===== src/core/cal_pkg.sv =====
/*
 Shared constants for the compare and latch operator block: register
 map, field positions, reset values, relation codes and timing.
 Assumes a 250 MHz system clock.
*/
package cal_pkg;
    localparam int CLK_HZ = 250_000_000;
    localparam int BLINK_HZ = 1;
    localparam int BLINK_HALF_CYC = CLK_HZ / (2 * BLINK_HZ);
    localparam int NV_WRITE_MS = 50;
    localparam int NV_WRITE_BUDGET = 100000;
    // Register byte offsets
    localparam logic [11:0] ADDR_CMP_CFG = 12'h000;
    localparam logic [11:0] ADDR_MEM_CFG = 12'h004;
    localparam logic [11:0] ADDR_RST_CFG = 12'h008;
    localparam logic [11:0] ADDR_STATUS = 12'h00c;
    localparam logic [31:0] CMP_CFG_RST = 32'h0000_2000;
    localparam logic [31:0] MEM_CFG_RST = 32'h0000_0000;
    localparam logic [31:0] RST_CFG_RST = 32'h0000_0000;
    // Field positions
    localparam int CMP_REL_LSB = 8;
    localparam int CMP_SIG_BIT = 11;
    localparam int CMP_CNT_LSB = 12;
    localparam int MEM_DPRE_BIT = 0;
    localparam int MEM_DCLR_BIT = 1;
    localparam int MEM_TCLR_BIT = 2;
    localparam int MEM_STORE_LSB = 8;
    localparam int RST_MCLR_BIT = 0;
    localparam int RST_MREQ_BIT = 1;
    localparam int RST_MTY2_BIT = 2;
    localparam int RST_NCLR_BIT = 3;
    localparam int RST_NREQ_BIT = 4;
    localparam int RST_NTY2_BIT = 5;
    localparam logic [3:0] CNT_MIN = 4'h2;
    localparam logic [3:0] CNT_MAX = 4'h8;
    localparam int SR_N = 8;

    typedef enum logic [2:0] {
        CAL_REL_LT = 3'h0,
        CAL_REL_GE = 3'h1,
        CAL_REL_GT = 3'h2,
        CAL_REL_LE = 3'h3,
        CAL_REL_EQ = 3'h4,
        CAL_REL_NE = 3'h5
    } cal_rel_t;

    typedef enum logic [1:0] {
        CAL_MON_IDLE = 2'h0,
        CAL_MON_ARMED = 2'h1,
        CAL_MON_SET = 2'h2
    } cal_mon_t;

    // Unused relation codes give a low output
    function automatic logic cal_rel_eval(logic [2:0] r, logic [7:0] x,
                                          logic [7:0] y);
        case (r)
            CAL_REL_LT: return x < y;
            CAL_REL_GE: return x >= y;
            CAL_REL_GT: return x > y;
            CAL_REL_LE: return x <= y;
            CAL_REL_EQ: return x == y;
            CAL_REL_NE: return x != y;
            default: return 1'b0;
        endcase
    endfunction
endpackage


===== src/core/cal_top.sv =====
/*
 Compare and latch operators: magnitude comparator, D/T/SR memories,
 manual and monitored restart latches, with APB configuration.
 Assumes field inputs are asynchronous and an external non-volatile
 store that returns the saved SR image on nv_image_in after power-up.
*/
// The register addresses and the APB slave port are this design's own decisions.
// Functional notes
// - Constant mode compares 2 to 8 input bits against constant 0..255.
// - First input is LSB, highest configured input is MSB.
// - Constant mode only with signal comparison off; output follows relation.
// - Six relations; output high while relation holds, low otherwise.
// - Signal mode compares 4-bit group A with 4-bit group B.
// - Signal mode output high while relation of A to B holds.
// - D memory: clear wins, preset sets, else holds while strobe low.
// - D memory loads data on strobe rising edge; preset, clear optional.
// - T memory inverts on toggle rising edge; optional clear resets it.
// - SR memory: set alone sets, reset dominates, neither holds.
// - Stored SR memories write each change and restore at power-up.
// - At most eight SR memories have storage enabled.
// - Manual latch low on clear or input low; restart rising edge sets.
// - Type 1 request high only if not cleared, input high, not restarted.
// - Type 2 request high when cleared or input low, blinks 1 Hz waiting.
// - Monitored latch sets only on a complete restart pulse.
// - Clear input and request output exist only when enabled.
`timescale 1ns/1ps
module cal_top #(
    parameter int SCAN_CYC = 250,
    parameter int BLINK_HALF_CYC = cal_pkg::BLINK_HALF_CYC,
    parameter logic [7:0] SR_STORE_DEFAULT = 8'h00
) (
    input wire logic clk, // System clock
    input wire logic resetn, // Synchronous reset
    input wire logic psel, // APB select
    input wire logic penable, // APB enable
    input wire logic pwrite, // APB direction
    input wire logic [11:0] paddr, // APB byte address
    input wire logic [31:0] pwdata, // APB write data
    input wire logic [3:0] pstrb, // APB byte strobes
    output logic [31:0] prdata, // APB read data
    output logic pready, // APB ready
    output logic pslverr, // APB error
    input wire logic [7:0] operand_bits, // Comparator bits, bit0 LSB
    input wire logic [3:0] group_a_bits, // Group A, bit0 LSB
    input wire logic [3:0] group_b_bits, // Group B, bit0 LSB
    input wire logic dff_data, // D data
    input wire logic capture_strobe, // D strobe
    input wire logic dff_preset, // D preset
    input wire logic dff_clear, // D clear
    input wire logic tff_toggle, // T toggle
    input wire logic tff_clear, // T clear
    input wire logic [7:0] sr_set, // SR set per memory
    input wire logic [7:0] sr_reset, // SR reset per memory
    input wire logic [7:0] nv_image_in, // Saved SR image
    input wire logic man_clear, // Manual latch clear
    input wire logic man_restart, // Manual latch restart
    input wire logic man_input, // Manual latch monitored input
    input wire logic mon_clear, // Monitored latch clear
    input wire logic mon_restart, // Monitored latch restart
    input wire logic mon_input, // Monitored latch monitored input
    output logic cmp_out, // Comparator result
    output logic dff_q, // D output
    output logic tff_q, // T output
    output logic [7:0] sr_q, // SR outputs
    output logic nv_wr_stb, // Store request pulse
    output logic [7:0] nv_image_out, // Image to store
    output logic man_q, // Manual latch output
    output logic man_req, // Manual restart request
    output logic mon_q, // Monitored latch output
    output logic mon_req // Monitored restart request
);
    localparam int SW = 52;
    logic [SW-1:0] raw, s1_r, s2_r;
    logic [31:0] scan_cnt_r, blink_cnt_r;
    logic blink_r, restore_pend_r;
    logic [31:0] cmp_cfg_r, mem_cfg_r, rst_cfg_r, prdata_r;
    logic pready_r, pslverr_r;
    logic prev_stb_r, prev_tog_r, prev_mrst_r, prev_nrst_r;
    logic cmp_out_r, dff_q_r, tff_q_r, nv_wr_stb_r;
    logic [7:0] sr_q_r, nv_image_r;
    logic man_q_r, man_req_r, mon_req_r, mon_q_r;
    cal_pkg::cal_mon_t mon_state_r, mon_nxt;

    // Field pins cross into the clock domain through two flops
    assign raw = {operand_bits, group_a_bits, group_b_bits, dff_data,
                  capture_strobe, dff_preset, dff_clear, tff_toggle,
                  tff_clear, sr_set, sr_reset, nv_image_in, man_clear,
                  man_restart, man_input, mon_clear, mon_restart,
                  mon_input};
    always_ff @(posedge clk) begin
        s1_r <= raw;
        s2_r <= s1_r;
    end

    wire [7:0] f_opnd = s2_r[51:44];
    wire [3:0] f_ga = s2_r[43:40];
    wire [3:0] f_gb = s2_r[39:36];
    wire f_dd = s2_r[35];
    wire f_stb = s2_r[34];
    wire f_dpre = s2_r[33];
    wire f_dclr = s2_r[32];
    wire f_tog = s2_r[31];
    wire f_tclr = s2_r[30];
    wire [7:0] f_set = s2_r[29:22];
    wire [7:0] f_rst = s2_r[21:14];
    wire [7:0] f_img = s2_r[13:6];
    wire f_mclr = s2_r[5];
    wire f_mrst = s2_r[4];
    wire f_min = s2_r[3];
    wire f_nclr = s2_r[2];
    wire f_nrst = s2_r[1];
    wire f_nin = s2_r[0];

    // Scan divider: every operator steps on this one-cycle enable
    wire scan_tick = (scan_cnt_r == 32'(SCAN_CYC - 1));
    wire blink_wrap = (blink_cnt_r == 32'(BLINK_HALF_CYC - 1));
    always_ff @(posedge clk) begin
        if (!resetn) begin
            scan_cnt_r <= 32'h0;
            blink_cnt_r <= 32'h0;
            blink_r <= 1'b0;
        end else begin
            scan_cnt_r <= scan_tick ? 32'h0 : scan_cnt_r + 32'h1;
            blink_cnt_r <= blink_wrap ? 32'h0 : blink_cnt_r + 32'h1;
            if (blink_wrap) begin
                blink_r <= ~blink_r;
            end
        end
    end

    // Comparator operand selection
    wire [2:0] rel = cmp_cfg_r[cal_pkg::CMP_REL_LSB +: 3];
    wire sig_mode = cmp_cfg_r[cal_pkg::CMP_SIG_BIT];
    wire [3:0] cnt_raw = cmp_cfg_r[cal_pkg::CMP_CNT_LSB +: 4];
    wire [3:0] cnt_eff = (cnt_raw < cal_pkg::CNT_MIN) ? cal_pkg::CNT_MIN :
                         (cnt_raw > cal_pkg::CNT_MAX) ? cal_pkg::CNT_MAX :
                         cnt_raw;
    logic [7:0] opnd_m;
    for (genvar i = 0; i < 8; i++) begin : g_opnd
        // Bits beyond the configured count read as zero
        assign opnd_m[i] = f_opnd[i] & (4'(i) < cnt_eff);
    end
    wire [7:0] cmp_lhs = sig_mode ? {4'h0, f_ga} : opnd_m;
    wire [7:0] cmp_rhs = sig_mode ? {4'h0, f_gb} : cmp_cfg_r[7:0];
    wire cmp_val = cal_pkg::cal_rel_eval(rel, cmp_lhs, cmp_rhs);

    // D and T memories; clear and preset only count when enabled
    wire dpre = f_dpre & mem_cfg_r[cal_pkg::MEM_DPRE_BIT];
    wire dclr = f_dclr & mem_cfg_r[cal_pkg::MEM_DCLR_BIT];
    wire tclr = f_tclr & mem_cfg_r[cal_pkg::MEM_TCLR_BIT];
    wire stb_rise = f_stb & ~prev_stb_r;
    wire tog_rise = f_tog & ~prev_tog_r;
    wire dff_nxt = dclr ? 1'b0 : dpre ? 1'b1 :
                   stb_rise ? f_dd : dff_q_r;
    wire tff_nxt = tclr ? 1'b0 : tog_rise ? ~tff_q_r : tff_q_r;

    // SR memories; store mask is 8 bits so no more than eight persist
    wire [7:0] store_mask = mem_cfg_r[cal_pkg::MEM_STORE_LSB +: 8];
    logic [7:0] sr_nxt;
    for (genvar i = 0; i < cal_pkg::SR_N; i++) begin : g_sr
        // Reset dominates set, neither holds
        assign sr_nxt[i] = f_rst[i] ? 1'b0 : f_set[i] ? 1'b1 : sr_q_r[i];
    end
    wire nv_chg = |((sr_nxt ^ sr_q_r) & store_mask);

    // Manual restart latch
    wire mclr = f_mclr & rst_cfg_r[cal_pkg::RST_MCLR_BIT];
    wire m_block = mclr | ~f_min;
    wire mrst_rise = f_mrst & ~prev_mrst_r;
    wire man_nxt = m_block ? 1'b0 : mrst_rise ? 1'b1 : man_q_r;
    wire man_t1 = ~m_block & ~man_nxt;
    wire man_t2 = m_block | (~man_nxt & blink_r);
    wire man_req_nxt = rst_cfg_r[cal_pkg::RST_MREQ_BIT] &
                       (rst_cfg_r[cal_pkg::RST_MTY2_BIT] ? man_t2 : man_t1);

    // Monitored latch: rise arms, the following fall completes the pulse
    wire nclr = f_nclr & rst_cfg_r[cal_pkg::RST_NCLR_BIT];
    wire n_block = nclr | ~f_nin;
    wire nrst_rise = f_nrst & ~prev_nrst_r;
    wire nrst_fall = ~f_nrst & prev_nrst_r;
    always_comb begin
        mon_nxt = mon_state_r;
        if (n_block) begin
            mon_nxt = cal_pkg::CAL_MON_IDLE;
        end else begin
            unique case (mon_state_r)
                cal_pkg::CAL_MON_IDLE: begin
                    if (nrst_rise) begin
                        mon_nxt = cal_pkg::CAL_MON_ARMED;
                    end
                end
                cal_pkg::CAL_MON_ARMED: begin
                    if (nrst_fall) begin
                        mon_nxt = cal_pkg::CAL_MON_SET;
                    end
                end
                cal_pkg::CAL_MON_SET: mon_nxt = cal_pkg::CAL_MON_SET;
                default: mon_nxt = cal_pkg::CAL_MON_IDLE;
            endcase
        end
    end
    wire mon_set_nxt = (mon_nxt == cal_pkg::CAL_MON_SET);
    wire mon_t1 = ~n_block & ~mon_set_nxt;
    wire mon_t2 = n_block | (~mon_set_nxt & blink_r);
    wire mon_req_nxt = rst_cfg_r[cal_pkg::RST_NREQ_BIT] &
                       (rst_cfg_r[cal_pkg::RST_NTY2_BIT] ? mon_t2 : mon_t1);

    // Operator state steps only on the scan enable
    always_ff @(posedge clk) begin
        if (!resetn) begin
            {prev_stb_r, prev_tog_r, prev_mrst_r, prev_nrst_r} <= 4'h0;
            {cmp_out_r, dff_q_r, tff_q_r, man_q_r} <= 4'h0;
            {man_req_r, mon_req_r, mon_q_r} <= 3'h0;
            mon_state_r <= cal_pkg::CAL_MON_IDLE;
        end else if (scan_tick) begin
            prev_stb_r <= f_stb;
            prev_tog_r <= f_tog;
            prev_mrst_r <= f_mrst;
            prev_nrst_r <= f_nrst;
            cmp_out_r <= cmp_val;
            dff_q_r <= dff_nxt;
            tff_q_r <= tff_nxt;
            man_q_r <= man_nxt;
            man_req_r <= man_req_nxt;
            mon_state_r <= mon_nxt;
            mon_req_r <= mon_req_nxt;
            mon_q_r <= mon_set_nxt;
        end
    end

    // First scan after reset restores the saved image instead of stepping;
    // the divider guarantees the synchroniser has filled by then
    always_ff @(posedge clk) begin
        if (!resetn) begin
            restore_pend_r <= 1'b1;
            sr_q_r <= 8'h00;
            nv_wr_stb_r <= 1'b0;
            nv_image_r <= 8'h00;
        end else begin
            nv_wr_stb_r <= 1'b0;
            if (scan_tick && restore_pend_r) begin
                restore_pend_r <= 1'b0;
                sr_q_r <= f_img & SR_STORE_DEFAULT;
            end else if (scan_tick) begin
                sr_q_r <= sr_nxt;
                nv_wr_stb_r <= nv_chg;
                nv_image_r <= sr_nxt & store_mask;
            end
        end
    end

    // APB slave, one wait state so read data leaves a flop
    wire acc = psel & penable;
    wire fire = acc & pready_r;
    wire a_cmp = (paddr == cal_pkg::ADDR_CMP_CFG);
    wire a_mem = (paddr == cal_pkg::ADDR_MEM_CFG);
    wire a_rst = (paddr == cal_pkg::ADDR_RST_CFG);
    wire a_sts = (paddr == cal_pkg::ADDR_STATUS);
    wire a_hit = a_cmp | a_mem | a_rst | a_sts;
    logic [31:0] wmask;
    for (genvar b = 0; b < 4; b++) begin : g_strb
        assign wmask[8*b +: 8] = {8{pstrb[b]}};
    end
    wire [31:0] sts = {12'h0, mon_req_r, man_req_r,
                       mon_state_r == cal_pkg::CAL_MON_SET, man_q_r,
                       sr_q_r, 5'h0, tff_q_r, dff_q_r, cmp_out_r};
    wire [31:0] rd_mux = a_cmp ? cmp_cfg_r : a_mem ? mem_cfg_r :
                         a_rst ? rst_cfg_r : a_sts ? sts : 32'h0;
    wire wr = fire & pwrite & ~a_sts;
    always_ff @(posedge clk) begin
        if (!resetn) begin
            pready_r <= 1'b0;
            pslverr_r <= 1'b0;
            prdata_r <= 32'h0;
            cmp_cfg_r <= cal_pkg::CMP_CFG_RST;
            mem_cfg_r <= cal_pkg::MEM_CFG_RST | {16'h0, SR_STORE_DEFAULT, 8'h0};
            rst_cfg_r <= cal_pkg::RST_CFG_RST;
        end else begin
            pready_r <= acc & ~pready_r;
            pslverr_r <= acc & ~pready_r & ~a_hit;
            prdata_r <= (acc & ~pwrite & ~pready_r) ? rd_mux : 32'h0;
            if (wr && a_cmp) begin
                cmp_cfg_r <= (cmp_cfg_r & ~wmask) | (pwdata & wmask);
            end
            if (wr && a_mem) begin
                mem_cfg_r <= (mem_cfg_r & ~wmask) | (pwdata & wmask);
            end
            if (wr && a_rst) begin
                rst_cfg_r <= (rst_cfg_r & ~wmask) | (pwdata & wmask);
            end
        end
    end

    assign prdata = prdata_r;
    assign pready = pready_r;
    assign pslverr = pslverr_r;
    assign cmp_out = cmp_out_r;
    assign dff_q = dff_q_r;
    assign tff_q = tff_q_r;
    assign sr_q = sr_q_r;
    assign nv_wr_stb = nv_wr_stb_r;
    assign nv_image_out = nv_image_r;
    assign man_q = man_q_r;
    assign man_req = man_req_r;
    assign mon_q = mon_q_r;
    assign mon_req = mon_req_r;
endmodule


===== config.mk =====
export PLATFORM = sky130hd
export DESIGN_NAME = cal_top
export DESIGN_NICKNAME = d
export VERILOG_FILES = /design/src/core/cal_pkg.sv /design/src/core/cal_top.sv
export SDC_FILE = /design/constraint.sdc
export NUM_CORES = 1
export LEC_CHECK = 0
export BUFFER_PORTS_ARGS = -buffer_cell sky130_fd_sc_hd__buf_2
export CORE_UTILIZATION = 57
export CTS_CLUSTER_DIAMETER = 200
export CTS_CLUSTER_SIZE = 25
export DETAILED_ROUTE_END_ITERATION = 16
export HOLD_SLACK_MARGIN = 0.06
export PLACE_DENSITY = 0.82
export RECOVER_POWER = 25
export SYNTH_ARGS = -nofsm -noshare
export SYNTH_HDL_FRONTEND = slang
export SYNTH_SLANG_ARGS = --single-unit

===== constraint.sdc =====
create_clock -name clk -period 2.7 [get_ports clk]
set_clock_uncertainty 0.05 [all_clocks]
set_input_delay 0.135 -clock clk [delete_from_list [all_inputs] [get_ports clk]]
set_output_delay 0.135 -clock clk [all_outputs]
set_load 0.05 [all_outputs]

Yosys cells after proc, flatten, opt, wreduce, memory -nomap -nowiden
Index checks and enable logic that the tools add are counted.
{"block": "op_classes", "n_addsub": 2, "n_lt_le_gt_ge": 14, "n_eq_ne": 15, "n_mux": 38, "bitwise_logic": 70, "reduce_logical": 18}
{"op": "AND 32 bit", "n": 4}
{"op": "2-to-1 mux 32 bit", "n": 3}
{"op": "OR 32 bit", "n": 3}
{"op": "adder 32 x 1 -> 32 bit (second input constant)", "n": 2}
{"op": "AND 1 bit", "n": 32}
{"op": "equality test 32 x 27 -> 1 bit (second input constant)", "n": 1}
{"op": "equality test 32 x 8 -> 1 bit (second input constant)", "n": 1}
{"op": "inverter 32 bit", "n": 1}
{"op": "2-to-1 mux 1 bit", "n": 25}
{"op": "equality test 12 x 4 -> 1 bit (second input constant)", "n": 2}
{"op": "2-to-1 mux 20 bit", "n": 1}
{"op": "inverter 1 bit", "n": 20}
{"op": "AND 8 bit", "n": 2}
{"op": "less-than comparator 3 x 4 -> 1 bit (first input constant)", "n": 4}
{"op": "2-to-1 mux 8 bit", "n": 2}
{"op": "equality test 12 x 3 -> 1 bit (second input constant)", "n": 1}
{"op": "zero test 12 bit", "n": 1}
{"op": "equality test 8 bit", "n": 1}
{"op": "greater-or-equal comparator 8 bit", "n": 1}
{"op": "greater-than comparator 8 bit", "n": 1}
{"op": "<= comparator 8 bit", "n": 1}
{"op": "less-than comparator 1 x 4 -> 1 bit (first input constant)", "n": 2}
{"op": "less-than comparator 2 x 4 -> 1 bit (first input constant)", "n": 2}
{"op": "less-than comparator 8 bit", "n": 1}
{"op": "23 further kinds", "n": 43}
{"block": "totals", "regBits": 330, "inputBits": 105, "output_inout_bits": 58, "elab_cells": 184}

Depth between registers and ports, before layout
{"block": "depth", "ltp_word": 11, "ltp_mapped": 11}

Worst setup path before layout
Ideal clock, no wire load.
{"block": "synth_timing", "path_type": "reg2reg", "start": "register with a tool-made name", "end": "register cmp_out_r (netlist: cmp_out)", "setup_ns": 0.101, "t_arrival_ns": 2.287, "t_required_ns": 2.549, "slack_ns": 0.262, "path_stages_with_launch": 11, "n_path_buf": 2, "cell_sequence": "dfxtp_1 clkbuf_1 buf_1 mux2i_1 ha_1 nor2b_1 o211ai_1 a21oi_1 o21a_1 o211a_1 o41ai_1"}
{"item": "to (signal assigned)", "line_no": "cal_top.sv:220", "rtl": "cmp_out_r <= cmp_val;"}
{"item": "to (decl)", "line_no": "cal_top.sv:79", "rtl": "logic cmp_out_r, dff_q_r, tff_q_r, nv_wr_stb_r;"}

==> out/results.md <==
| Result | This run |
|:---|:---|
| Max Cap Violations | 0 |
| Cell area after placement | 0.0131 mm2 |
| Synthesized cell area | 0.0120 mm2 |
| Multi-input combinational cell area | 0.00543 mm2 |
| Sequential area share after synthesis | 52.4% |
| Combined buffer and inverter count along the critical path | 0 |
| Total setup buffers inserted after CTS | 0 |
| H-tree depth | 1 |
| Final worst-path cycle share | 90.9% |
| Initial antenna violation count | 2 |
| Register area | 0.00629 mm2 |
| Slowest cell on the critical path | sky130_fd_sc_hd__dfxtp_1 |
| Width of the die | 147 um |
| Synth Warn # | 0 |
| Total clock buffers created by CTS | 16 |
| Remaining design rule violation count | 0 |
| Cell breakdown of the critical path | mux2_2, ha_1, nand4_1, or2_2, xor2_1, nor4b_1, o21ai_0, o41ai_1 |
| Die height | 147 um |
| Largest voltage drop on the vdd net | 0.443 mV |
| Count of final hold-check violations | 0 |
| Post-Synthesis Net Count | 1353 |
| IO buf count | 154 |
| Required time of the worst setup path | 3.06 ns |
| Layout fillers | 1487 |
| Area of all placed cells without fillers | 0.0145 mm2 |
| Crit path DAT | 2.81 ns |
| Layout overhead on the synthesized area | 21.2% |
| Final number of max-transition violations | 0 |
| Wire length of the first global-routing pass | 47500 um |
| Hold Path Sink | prdata[25] |
| Average cell area after synthesis | 9.70 um2 |
| Worst Hold Launch | paddr[2] |
| F_max | 407 MHz |
| Slew Limit Headroom | 39.0% |
| Routed wire length per instance | 16.8 um |
| Share of flip-flops with an asynchronous set or reset after synthesis | 0% |
| Result of the run | finished clean |
| First-pass detailed-route iteration total | 6 |
| Number of rows created at floorplan | 52 |
| Clock tree from TritonCTS | done |
| Worst-path fanout max | 7 |
| Ports placed on the boundary | 163 |
| Path type of the worst setup path | reg -> reg |
| Setup slack of the most critical reg-to-reg path | 0.25 ns |
| HPWL after DPL | 19000 um |
| Post-synthesis register bit count | 314 |
| Number of standard cells after synthesis | 1237 |
| R2R cell count | 8 |
| Worst slew pin tran | 0.914 ns |
| Core Box Area | 0.0204 mm2 |
| Post-CTS Resized | 0 |
| Flip-flop cell with the highest count after synthesis | sky130_fd_sc_hd__dfxtp_1 |
| Routability congestion estimate from global placement | 0.833 |
| Pin count of the biggest net entering global routing | 106 |
| Initial DRC Count | 761 |
| Kind of launch point of the worst setup path | flop |
| Leakage power of the design | 5.72 nW |
| Antenna-violating nets left | 0 |
| Count of endpoints failing setup in the final report | 0 |
| Yosys cell types | 60 |
| Most frequent cells in the layout | sky130_fd_sc_hd__dfxtp_1 (314), sky130_fd_sc_hd__nand2_1 (177), sky130_fd_sc_hd__buf_2 (149) |
| Top delay family on crit path | simple AND/OR/NAND/NOR gates |
| Via count | 9889 |
| Post-CTS clock slew at the launch and capture registers of the worst setup and hold paths | 0.10 ns |
| Number of flops mapped to enable cells by yosys | 0 |
| Total track usage | 27.2% |
| Clock latency at the later pin of the worst-skew pair | 0.50 ns |
| Total Routed Length | 29400 um |
| Setup TNS | 0 ns |
| Cell area power density | 531 mW/mm2 |
| Fraction of final layout cells with drive strength greater than 1 | 16.1% |
| Final global-route overflow total | 0 |
| Number of cells on the worst hold path | 2 |
| DIE AREA | 0.0216 mm2 |
| Number of global-route vias before repair | 9568 |
| Setup repair after global routing missed its margin | no |
| TritonCTS Sinks | 314 |
| Overall power consumption | 7.72 mW |
| Starting utilization of the core area | 58.7% |
| Longest Clk Path Bufs | 3 |
| Final-stage net count | 1594 |
| Buffer type at the clock tree root | sky130_fd_sc_hd__clkbuf_16 |
| Commonest non-fill, non-tap cell in the layout | sky130_fd_sc_hd__dfxtp_1 |
| Class of the tightest hold or removal check | in -> reg |
| Per-cell via count in the routed design | 5.65 |
| Reg-to-reg critical path endpoint | cmp_out |
| Nature of the critical path endpoint | flop |
| Largest stage delay on the critical path | 0.55 ns |
| CTS Hold Buffers Added | 104 |
| Clock period minus worst slack | 2.45 ns |
-- where the power goes --
part           leakage, nW  total [mW]  internal [mW]  switching [mW]
sequential            2.56        4.75           4.71          0.0395
clock                0.216        2.57           1.14            1.43
combinational         2.94       0.397          0.205           0.192
-- cells in the mapped netlist (all sizes together) (15+ instances only) --
master / number / area [um2]
xor2: 41 / 359
a21oi: 16 / 80.1
a21boi: 81 / 608
mux4: 15 / 338
nor2b: 59 / 369
xnor2: 18 / 158
mux2i: 36 / 360
nand4: 23 / 144
dfxtp: 314 / 6290
a2111oi: 18 / 258
nand2: 177 / 664
buf: 21 / 114
nor4: 28 / 230
nor2: 142 / 533
nand3: 99 / 500
clkbuf: 38 / 144
-- per-stage QoR --
stage	utilization, %	cells	hold slack (ns)	worst slack, ns
after floorplan	-	1237	0.113	0.262
after global placement	63.9	1626	0.188	0.373
after detailed placement	63.9	1626	0.189	0.297
after CTS	71.2	1748	0.0874	0.258
after global routing	71.1	1750	0.111	0.0593
final	71.1	1750	0.100	0.245
-- worst max path at each step --
stage / to / startpoint / cells past startpoint / slack [ns]
2_1_floorplan: cmp_out / flop / 10 / 0.26
3_3_place_gp: cmp_out / flop / 8 / 0.37
3_5_place_dp: cmp_out / flop / 8 / 0.30
4_1_cts: flop / paddr[10] / 10 / 0.26
5_1_grt: flop / paddr[10] / 10 / 0.06
6_report: cmp_out / flop / 8 / 0.25
-- final cells by class --
type / instances / share of cell area, %
sequential: 314 / 43.2
tap: 270 / 2.32
inverter: 7 / 0.181
antenna: 2 / 0.0344
clock buffer: 17 / 2.93
multi-input combinational: 857 / 37.3
timing repair buffer: 282 / 13.8
clock inverter: 1 / 0.112
-- worst register-to-register path: cells and delay by family (launching register included) --
kind / cells / cell delay, ns
muxes: 1 / 0.39
xor gates and xnor gates: 1 / 0.16
and+or+nand+nor: 3 / 0.70
AOI/OAI and AO/OA: 2 / 0.23
DFF: 1 / 0.55
adders and majority gates: 1 / 0.29
-- layer usage --
| metal | global-route usage, % | vias to the layer above | wire, um |
|---|---|---|---|
| li1 | - | 4746 | - |
| met4 | 12.4 | 0 | 1280 |
| met2 | 45.5 | 370 | 14000 |
| met3 | 4.04 | 87 | 1820 |
| met1 | 34.7 | 4686 | 12400 |
| met5 | 0 | - | 0 |
-- cell families after synthesis --
kind of cell	count (synthesis)	synth area share (%)
mux	53	6.01
simple gates	581	23.7
xor+xnor	59	4.31
buf+inv	66	2.37
flops	314	52.4
fa+ha+maj	11	1.15
compound gates	153	10.1
Power figures use the tool's default switching activity.
